## src/dma_cmd_pkg.sv

```systemverilog
// Constants shared by the DMA cell command, pointer, status and interrupt
// logic. Assumes every user writes package::name and nothing is imported.
package dma_cmd_pkg;

    // Data width of the byte-wide host register port.
    localparam int DATA_W = 8;
    // Number of DMA channels handled by this block.
    localparam int CHAN_N = 4;
    // Width of the indirect register pointer.
    localparam int PTR_W = 5;

    // Channel bit positions inside every four-bit channel vector.
    localparam int CH_RXA = 3;
    localparam int CH_TXA = 2;
    localparam int CH_RXB = 1;
    localparam int CH_TXB = 0;

    // Register indices selected through the pointer.
    localparam logic [4:0] IDX_COMMAND = 5'h00;
    localparam logic [4:0] IDX_INT_SETUP = 5'h01;
    localparam logic [4:0] IDX_VECTOR = 5'h02;
    localparam logic [4:0] IDX_CHAN_STATE = 5'h03;

    // Command field position in the command register.
    localparam int CMD_LSB = 5;
    localparam int CMD_MSB = 7;

    // Command codes.
    localparam logic [2:0] CMD_NULL = 3'h0;
    localparam logic [2:0] CMD_RESERVED = 3'h1;
    localparam logic [2:0] CMD_RESET_HIGH_IUS = 3'h2;
    localparam logic [2:0] CMD_RESET_CELL = 3'h3;
    localparam logic [2:0] CMD_EN_TXB = 3'h4;
    localparam logic [2:0] CMD_EN_RXB = 3'h5;
    localparam logic [2:0] CMD_EN_TXA = 3'h6;
    localparam logic [2:0] CMD_EN_RXA = 3'h7;

    // Interrupt setup register field positions.
    localparam int SETUP_GATE_BIT = 7;
    localparam int SETUP_BLOCK_BIT = 6;
    localparam int SETUP_NOVEC_BIT = 5;
    localparam int SETUP_VIS_BIT = 4;
    localparam int SETUP_IE_MSB = 3;

    // Vector status field position.
    localparam int VEC_STAT_LSB = 1;
    localparam int VEC_STAT_MSB = 3;

    // Vector status codes.
    localparam logic [2:0] VCODE_NONE = 3'h0;
    localparam logic [2:0] VCODE_RXA = 3'h4;
    localparam logic [2:0] VCODE_RXB = 3'h5;
    localparam logic [2:0] VCODE_TXA = 3'h6;
    localparam logic [2:0] VCODE_TXB = 3'h7;

    // Reset values.
    localparam logic [7:0] SETUP_RST = 8'h00;
    localparam logic [7:0] VECTOR_RST = 8'h00;
    localparam logic [7:0] BYTE_ZERO = 8'h00;
    localparam logic [4:0] PTR_RST = 5'h00;
    localparam logic [3:0] CHAN_RST = 4'h0;

endpackage

```

## src/dma_sticky_flags.sv

```systemverilog
// A bank of sticky flags that hardware sets and a command or read clears.
// Assumes set and clear are single-cycle strobes synchronous to i_mclk.
`timescale 1ns/1ns
module dma_sticky_flags #(
    parameter int WIDTH = 4
) (
    input wire logic i_mclk,
    input wire logic i_sys_rst,
    input wire logic i_ce,
    input wire logic [WIDTH-1:0] i_set,
    input wire logic [WIDTH-1:0] i_clr,
    output logic [WIDTH-1:0] o_flags
);

    // Each flag is its own flip-flop; a set arriving with a clear wins,
    // so an event that lands during a clearing read is never lost.
    genvar b;
    generate
        for (b = 0; b < WIDTH; b++) begin : g_flag
            logic next_flag;
            assign next_flag = i_set[b] | (o_flags[b] & ~i_clr[b]);
            always_ff @(posedge i_mclk or posedge i_sys_rst) begin
                if (i_sys_rst) begin
                    o_flags[b] <= 1'b0;
                end else if (i_ce) begin
                    o_flags[b] <= next_flag;
                end
            end
        end
    endgenerate

endmodule

```

## src/dma_fixed_priority.sv

```systemverilog
// Fixed-priority picker over the four DMA channels, receive A highest.
// Assumes the channel order of the package: bit 3 receive A down to bit 0.
`timescale 1ns/1ns
module dma_fixed_priority (
    input wire logic [3:0] i_req,
    output logic [3:0] o_grant,
    output logic [2:0] o_code,
    output logic o_any
);

    // One-hot grant of the highest set request.
    assign o_grant[dma_cmd_pkg::CH_RXA] = i_req[dma_cmd_pkg::CH_RXA];
    assign o_grant[dma_cmd_pkg::CH_TXA] = i_req[dma_cmd_pkg::CH_TXA]
        & ~i_req[dma_cmd_pkg::CH_RXA];
    assign o_grant[dma_cmd_pkg::CH_RXB] = i_req[dma_cmd_pkg::CH_RXB]
        & ~i_req[dma_cmd_pkg::CH_RXA] & ~i_req[dma_cmd_pkg::CH_TXA];
    assign o_grant[dma_cmd_pkg::CH_TXB] = i_req[dma_cmd_pkg::CH_TXB]
        & ~i_req[dma_cmd_pkg::CH_RXA] & ~i_req[dma_cmd_pkg::CH_TXA]
        & ~i_req[dma_cmd_pkg::CH_RXB];
    assign o_any = |i_req;

    // Vector status code of the winner; note the code order differs from
    // the priority order, so it is a lookup rather than an index.
    assign o_code = o_grant[dma_cmd_pkg::CH_RXA] ? dma_cmd_pkg::VCODE_RXA :
                    o_grant[dma_cmd_pkg::CH_TXA] ? dma_cmd_pkg::VCODE_TXA :
                    o_grant[dma_cmd_pkg::CH_RXB] ? dma_cmd_pkg::VCODE_RXB :
                    o_grant[dma_cmd_pkg::CH_TXB] ? dma_cmd_pkg::VCODE_TXB :
                    dma_cmd_pkg::VCODE_NONE;

endmodule

```

## src/dma_cell_command_interrupt.sv

```systemverilog
// Command, pointer, status and interrupt logic of a four-channel DMA cell.
// Assumes a byte-wide host port whose strobes are one-cycle pulses on
// i_mclk, and a datapath that reports terminal count, abort and interrupt
// events as one-cycle pulses. Channel order is receive A at bit 3 down to
// transmit B at bit 0.
`timescale 1ns/1ns
module dma_cell_command_interrupt #(
    parameter int CHANNELS = 4
) (
    input wire logic i_mclk,
    input wire logic i_sys_rst,
    input wire logic i_ce,
    // Host register port: one-cycle strobes, data sampled with them.
    input wire logic i_wr,
    input wire logic i_rd,
    input wire logic [7:0] i_wdata,
    // Interrupt acknowledge vector phase strobe.
    input wire logic i_intack,
    // Daisy-chain enable from the higher-priority neighbour.
    input wire logic i_chain_enable_in,
    // Datapath events, one-cycle pulses per channel.
    input wire logic [3:0] i_tc_event,
    input wire logic [3:0] i_abort_event,
    input wire logic [3:0] i_irq_event,
    // Read data or vector and its drive enable.
    output logic [7:0] o_data,
    output logic o_data_oe,
    // Interrupt request and daisy-chain enable to lower devices.
    output logic o_irq,
    output logic o_chain_enable_out,
    // Channel enables handed to the datapath.
    output logic [3:0] o_chan_enable
);

    // Indirect register pointer; zero selects the command register.
    logic [4:0] ptr;
    // Interrupt setup register: gate, chain block, no vector, status, IEs.
    logic [7:0] int_setup;
    // Programmed vector base.
    logic [7:0] vector_base;
    // Terminal count and abort flags as the status register shows them.
    logic [7:0] status_flags;
    // Per-channel pending and in-service flags.
    logic [3:0] pending_flag;
    logic [3:0] in_service_flag;

    // Decoded setup fields.
    logic global_irq_gate;
    logic lower_chain_block;
    logic no_vector;
    logic vector_incl_status;
    logic [3:0] chan_irq_en;
    assign global_irq_gate = int_setup[dma_cmd_pkg::SETUP_GATE_BIT];
    assign lower_chain_block = int_setup[dma_cmd_pkg::SETUP_BLOCK_BIT];
    assign no_vector = int_setup[dma_cmd_pkg::SETUP_NOVEC_BIT];
    assign vector_incl_status = int_setup[dma_cmd_pkg::SETUP_VIS_BIT];
    assign chan_irq_en = int_setup[dma_cmd_pkg::SETUP_IE_MSB:0];

    // Host access decode against the current pointer.
    logic ptr_at_cmd;
    logic wr_cmd;
    logic rd_status;
    logic wr_setup;
    logic wr_vector;
    logic any_access;
    assign ptr_at_cmd = (ptr == dma_cmd_pkg::IDX_COMMAND);
    assign wr_cmd = i_wr & ptr_at_cmd;
    assign rd_status = i_rd & ptr_at_cmd;
    assign wr_setup = i_wr & (ptr == dma_cmd_pkg::IDX_INT_SETUP);
    assign wr_vector = i_wr & (ptr == dma_cmd_pkg::IDX_VECTOR);
    assign any_access = i_wr | i_rd;

    // Command field of a command write.
    logic [2:0] cmd_code;
    logic cmd_reset_cell;
    logic cmd_reset_ius;
    assign cmd_code = i_wdata[dma_cmd_pkg::CMD_MSB:dma_cmd_pkg::CMD_LSB];
    assign cmd_reset_cell = wr_cmd
        & (cmd_code == dma_cmd_pkg::CMD_RESET_CELL);
    assign cmd_reset_ius = wr_cmd
        & (cmd_code == dma_cmd_pkg::CMD_RESET_HIGH_IUS);

    // Interrupt arbitration: pending and enabled sources, fixed order.
    logic [3:0] irq_req;
    logic [3:0] irq_grant;
    logic [2:0] irq_code;
    logic irq_any;
    assign irq_req = pending_flag & chan_irq_en;

    dma_fixed_priority u_irq_pick (
        .i_req(irq_req),
        .o_grant(irq_grant),
        .o_code(irq_code),
        .o_any(irq_any)
    );

    // Highest set in-service flag, for the reset-highest command.
    logic [3:0] ius_grant;

    dma_fixed_priority u_ius_pick (
        .i_req(in_service_flag),
        .o_grant(ius_grant),
        .o_code(),
        .o_any()
    );

    // Acknowledge is ours only with the chain open and the gate set.
    logic ack_ours;
    assign ack_ours = i_intack & i_chain_enable_in & global_irq_gate
        & irq_any;

    // Vector returned on acknowledge, with optional status substitution.
    logic [7:0] ack_vector;
    assign ack_vector = vector_incl_status
        ? {vector_base[7:dma_cmd_pkg::VEC_STAT_MSB + 1], irq_code,
           vector_base[dma_cmd_pkg::VEC_STAT_LSB - 1:0]}
        : vector_base;

    // Interrupt request: any enabled pending source not yet in service,
    // only while the gate is set and the chain above us is quiet.
    assign o_irq = global_irq_gate & i_chain_enable_in
        & (|(irq_req & ~in_service_flag));

    // Chain output drops while any channel is pending or in service, so
    // lower devices cannot respond during our service routine.
    assign o_chain_enable_out = i_chain_enable_in & ~lower_chain_block
        & ~(|pending_flag) & ~(|in_service_flag);

    // Status flags: terminal count high nibble, abort low nibble. A read
    // clears them but a same-cycle event still lands.
    logic [7:0] status_set;
    logic [7:0] status_clr;
    assign status_set = {i_tc_event, i_abort_event};
    assign status_clr = {8{rd_status | cmd_reset_cell}};

    dma_sticky_flags #(
        .WIDTH(8)
    ) u_status (
        .i_mclk(i_mclk),
        .i_sys_rst(i_sys_rst),
        .i_ce(i_ce),
        .i_set(status_set),
        .i_clr(status_clr),
        .o_flags(status_flags)
    );

    // Pending flags: set by datapath events, cleared when acknowledged or
    // when the cell is reset.
    logic [3:0] pend_clr;
    assign pend_clr = (ack_ours ? irq_grant : dma_cmd_pkg::CHAN_RST)
        | {4{cmd_reset_cell}};

    dma_sticky_flags #(
        .WIDTH(4)
    ) u_pending (
        .i_mclk(i_mclk),
        .i_sys_rst(i_sys_rst),
        .i_ce(i_ce),
        .i_set(i_irq_event),
        .i_clr(pend_clr),
        .o_flags(pending_flag)
    );

    // In-service flags: set by our acknowledge, cleared by the reset
    // highest command regardless of the chain input, or by a cell reset.
    logic [3:0] ius_set;
    logic [3:0] ius_clr;
    assign ius_set = ack_ours ? irq_grant : dma_cmd_pkg::CHAN_RST;
    assign ius_clr = (cmd_reset_ius ? ius_grant : dma_cmd_pkg::CHAN_RST)
        | {4{cmd_reset_cell}};

    dma_sticky_flags #(
        .WIDTH(4)
    ) u_in_service (
        .i_mclk(i_mclk),
        .i_sys_rst(i_sys_rst),
        .i_ce(i_ce),
        .i_set(ius_set),
        .i_clr(ius_clr),
        .o_flags(in_service_flag)
    );

    // Next channel enables from the command field. Enabling never starts
    // a transfer here; the datapath only sees the level.
    logic [3:0] next_chan_enable;
    always_comb begin
        next_chan_enable = o_chan_enable;
        if (wr_cmd) begin
            case (cmd_code)
                dma_cmd_pkg::CMD_NULL: begin
                    next_chan_enable = o_chan_enable;
                end
                dma_cmd_pkg::CMD_RESET_CELL: begin
                    next_chan_enable = dma_cmd_pkg::CHAN_RST;
                end
                dma_cmd_pkg::CMD_EN_TXB: begin
                    next_chan_enable[dma_cmd_pkg::CH_TXB] = 1'b1;
                end
                dma_cmd_pkg::CMD_EN_RXB: begin
                    next_chan_enable[dma_cmd_pkg::CH_RXB] = 1'b1;
                end
                dma_cmd_pkg::CMD_EN_TXA: begin
                    next_chan_enable[dma_cmd_pkg::CH_TXA] = 1'b1;
                end
                dma_cmd_pkg::CMD_EN_RXA: begin
                    next_chan_enable[dma_cmd_pkg::CH_RXA] = 1'b1;
                end
                default: begin
                    // Reserved code and reset-highest leave enables alone.
                    next_chan_enable = o_chan_enable;
                end
            endcase
        end
    end

    // Channel enable register.
    always_ff @(posedge i_mclk or posedge i_sys_rst) begin
        if (i_sys_rst) begin
            o_chan_enable <= dma_cmd_pkg::CHAN_RST;
        end else if (i_ce) begin
            o_chan_enable <= next_chan_enable;
        end
    end

    // Pointer: a command write loads it, any access through it clears it.
    logic [4:0] next_ptr;
    assign next_ptr = wr_cmd ? i_wdata[4:0]
        : (any_access ? dma_cmd_pkg::PTR_RST : ptr);

    always_ff @(posedge i_mclk or posedge i_sys_rst) begin
        if (i_sys_rst) begin
            ptr <= dma_cmd_pkg::PTR_RST;
        end else if (i_ce) begin
            ptr <= next_ptr;
        end
    end

    // Setup and vector registers, written only through the pointer.
    always_ff @(posedge i_mclk or posedge i_sys_rst) begin
        if (i_sys_rst) begin
            int_setup <= dma_cmd_pkg::SETUP_RST;
            vector_base <= dma_cmd_pkg::VECTOR_RST;
        end else if (i_ce) begin
            if (wr_setup) begin
                int_setup <= i_wdata;
            end
            if (wr_vector) begin
                vector_base <= i_wdata;
            end
        end
    end

    // Read mux; an unmapped index reads as zero.
    logic [7:0] rd_value;
    always_comb begin
        case (ptr)
            dma_cmd_pkg::IDX_COMMAND: begin
                rd_value = status_flags;
            end
            dma_cmd_pkg::IDX_INT_SETUP: begin
                rd_value = int_setup;
            end
            dma_cmd_pkg::IDX_VECTOR: begin
                rd_value = vector_base;
            end
            dma_cmd_pkg::IDX_CHAN_STATE: begin
                rd_value = {in_service_flag, pending_flag};
            end
            default: begin
                rd_value = dma_cmd_pkg::BYTE_ZERO;
            end
        endcase
    end

    // Data output: one cycle after a read or acknowledge strobe, for one
    // cycle. With no-vector set the bus stays undriven on acknowledge.
    logic [7:0] next_data;
    logic next_data_oe;
    assign next_data_oe = i_rd | (ack_ours & ~no_vector);
    assign next_data = ack_ours ? ack_vector
        : (i_rd ? rd_value : dma_cmd_pkg::BYTE_ZERO);

    always_ff @(posedge i_mclk or posedge i_sys_rst) begin
        if (i_sys_rst) begin
            o_data <= dma_cmd_pkg::BYTE_ZERO;
            o_data_oe <= 1'b0;
        end else if (i_ce) begin
            o_data <= next_data;
            o_data_oe <= next_data_oe;
        end
    end

endmodule

```

## config.mk

```make
export PLATFORM = sky130hd
export DESIGN_NAME = dma_cell_command_interrupt
export DESIGN_NICKNAME = d
export VERILOG_FILES = /design/src/dma_cmd_pkg.sv /design/src/dma_sticky_flags.sv /design/src/dma_fixed_priority.sv /design/src/dma_cell_command_interrupt.sv
export SDC_FILE = /design/constraint.sdc
export NUM_CORES = 1
export LEC_CHECK = 0
export ABC_CLOCK_PERIOD_IN_PS = 2600
export BUFFER_PORTS_ARGS = -buffer_cell sky130_fd_sc_hd__buf_4
export CORE_UTILIZATION = 30
export CTS_CLUSTER_SIZE = 40
export DETAILED_ROUTE_END_ITERATION = 7
export GPL_TIMING_DRIVEN = 1
export PLACE_DENSITY = 0.48
export SETUP_SLACK_MARGIN = 0.3
export SYNTH_ARGS = -nofsm -noshare
export SYNTH_HDL_FRONTEND = slang
export SYNTH_HIERARCHICAL = 1
export SYNTH_SLANG_ARGS = --single-unit
```

## constraint.sdc

```tcl
create_clock -name i_mclk -period 2.6 [get_ports i_mclk]
set_clock_uncertainty 0.05 [all_clocks]
set_input_delay 0.52 -clock i_mclk [delete_from_list [all_inputs] [get_ports i_mclk]]
set_output_delay 0.52 -clock i_mclk [all_outputs]
set_load 0.1 [all_outputs]
```

==> flow_metrics.py <==
metrics = {
    "finish": {
        "drive_above_1_share": 0.321,
        "areaGrowthSynthToFinish_pct": 19.5,
        "fin_area_sq_um": 3190,
        "fillers": 894,
        "fin_nets": 316,
        "num_antenna_cells": 0,
    },
    "global_route": {
        "grt_pass1_vias": 1955,
        "globalRouteTotalUtil": 0.162,
        "antenna_found_initial": 0,
        "grt_max_degree": 46,
        "grt_pass1_wl_um": 10900,
        "gr-total-overflow": 0,
    },
    "worst_setup_path": {
        "rrSetupSlack_ps": 420,
        "crit_chain": "or4b_4 -> nor4_4 -> buf_6",
        "path_class": "flop to primary output",
        "r2r_end": "o_data[0]$_DFFE_PP0P_",
        "crit_family": "simple AND/OR/NAND/NOR gates",
        "rr_startpoint": "u_pending/o_flags[2]$_DFFE_PP0P_",
        "cp_slowest_cell": "or4b_4",
        "arrival_ps": 1770,
        "reg2reg_depth": 7,
        "path_buf_inv": 1,
        "worstSetupEndpointType": "primary output",
        "path_max_fanout": 2,
        "required_ps": 2030,
        "crit_path_start": "u_in_service/o_flags[1]$_DFFE_PP0P_",
        "worstSetupStartpointType": "flop",
        "crit_path_max_incr_delay_ps": 540,
    },
    "routing": {
        "num_vias": 2021,
        "post_drt_wl_per_cell_um": 17.6,
        "ant_nets": 0,
        "first_pass_iters": 4,
        "viasPerCell": 5.08,
        "route.detailed.drc": 0,
        "drt_iter0_drc": 124,
        "routed_wl_um": 7020,
    },
    "power": {
        "leakagePower_nw": 1.49,
        "ir_drop_v": 0.000574,
        "powerDensity_nw_per_um2": 1040,
        "total_power_mw": 3.32,
    },
    "die": {
        "die-area_sq_um": 9290,
        "core_area_sq_um": 8680,
        "pin_count": 42,
        "initial_utilization": 0.308,
        "num_rows": 34,
        "fp.dieW_um": 96.4,
        "dieHeight_um": 96.4,
    },
    "clock_network": {
        "root_buffer": "clkbuf_8",
        "numCtsBuffers": 5,
        "clk_pin_slew_ps": 90,
        "clockBufferDepth": 2,
        "clk_latency_ps": 300,
        "htreeDepth": 2,
        "cts_tree": "yes",
        "cts.sinks": 50,
    },
    "logic_synthesis": {
        "syn-cell-area_sq_um": 2670,
        "syn_inst": 246,
        "synth_nets": 273,
        "synth_warnings": 6,
        "syn_area_per_cell_sq_um": 10.9,
    },
    "run": {
        "maxCapViolations": 0,
    },
    "timing": {
        "timing.final.crit_share": 0.902,
        "finalSetupViolCount": 0,
        "rsz0062_at_grt": "true",
        "max_slew_margin": 0.587,
        "hold_viol_final": 0,
        "period_minus_slack_ps": 2340,
        "finalMaxSlewViolations": 0,
        "timing.fmax_ghz": 0.427,
        "tightest_slew_ps": 613,
        "tns_ps": 0,
    },
    "placed_design": {
        "port_buffers": 41,
        "hpwl_um": 5160,
        "placed_area_sq_um": 3060,
        "place.gp.congestion": 0.833,
    },
    "hold_path": {
        "hp-class": "primary input to async pin",
    },
    "status": {
        "status": "finished clean",
    },
}
[registers in the layout, indices dropped and copies added (netlist names)]
| signal | flops |
|---|---|
| u_pending/o_flags | 4 |
| u_status/o_flags | 8 |
| o_data | 8 |
| vector_base | 8 |
| ptr | 5 |
| o_data_oe | 1 |
| int_setup | 8 |
| u_in_service/o_flags | 4 |
| o_chan_enable | 4 |
[timing repair]
action | CTS | global route
pin swaps | 1 | 2
setup endpoints to repair | 1 | 14
setup buffers | 3 | 1
hold buffers | 0 | 0
resized for setup | 3 | 6
[through the flow]
stage	worst slack (ps)	utilization	hold WS, ps	instances
4_1_cts	225	0.366	56.3	397
6_report	256	0.368	61.0	398
2_1_floorplan	-0.632	-	236	246
3_3_place_gp	387	0.352	398	386
3_5_place_dp	341	0.352	394	386
5_1_grt	218	0.368	66.0	398
[power by group]
part | leakage (nW) | switching, mW | total, mW | internal, mW
clock network | 0.0482 | 0.264 | 0.479 | 0.215
registers | 0.609 | 0.250 | 1.30 | 1.05
logic | 0.835 | 0.957 | 1.55 | 0.588
total | 1.49 | 1.47 | 3.32 | 1.85
[worst max-delay path by stage]
| stage | endpoint | slack, ps | depth (start not counted) |
|---|---|---|---|
| after floorplan | o_chain_enable_out | -0.6 | 2 |
| after global placement | o_chain_enable_out | 390 | 4 |
| after detailed placement | o_data[6]$_DFFE_PP0P_ | 340 | 7 |
| after CTS | o_chain_enable_out | 220 | 3 |
| after global routing | o_chain_enable_out | 220 | 3 |
| final | o_chain_enable_out | 260 | 3 |
[area by class of cell]
type | count | area, sq um | area share
clock buffer | 7 | 86.3 | 0.0270
clock inverter | 1 | 5.00 | 0.00157
inverter | 14 | 52.6 | 0.0165
multi-input combinational | 168 | 1280 | 0.401
sequential | 50 | 1250 | 0.393
tap | 108 | 135 | 0.0423
timing repair buffer | 50 | 379 | 0.119
[per-layer routing]
layer  share of wire  global-route usage  vias up
met3           0.038              0.0266        5
met1            0.50               0.238      991
met5               0                   0        -
met4           0.010              0.0441        0
li1                -                   -      980
met2            0.46               0.246       45
[cell usage in the layout (no fill, tap or decap), types with 2 or more instances in the layout]
| cell | count |
|---|---|
| o21ai_0 | 10 |
| and4bb_2 | 2 |
| nor2b_1 | 2 |
| mux4_1 | 2 |
| mux2i_1 | 6 |
| dfrtp_1 | 48 |
| mux2_2 | 18 |
| a31oi_1 | 3 |
| nor3b_1 | 2 |
| nor2_1 | 8 |
| nand2_2 | 3 |
| inv_1 | 13 |
| buf_4 | 49 |
| and2_1 | 10 |
| or4_1 | 2 |
| o22ai_1 | 2 |
| nor4b_1 | 2 |
| a22oi_1 | 2 |
| and3_1 | 2 |
| a22o_1 | 21 |
| clkbuf_8 | 6 |
| a221o_1 | 6 |
| dfrtp_2 | 2 |
| a21oi_1 | 8 |
| o21a_1 | 4 |
| nand2_1 | 24 |
| nand2b_1 | 5 |
| nand3_1 | 9 |
Note: power is estimated with default switching activity, not from simulation.
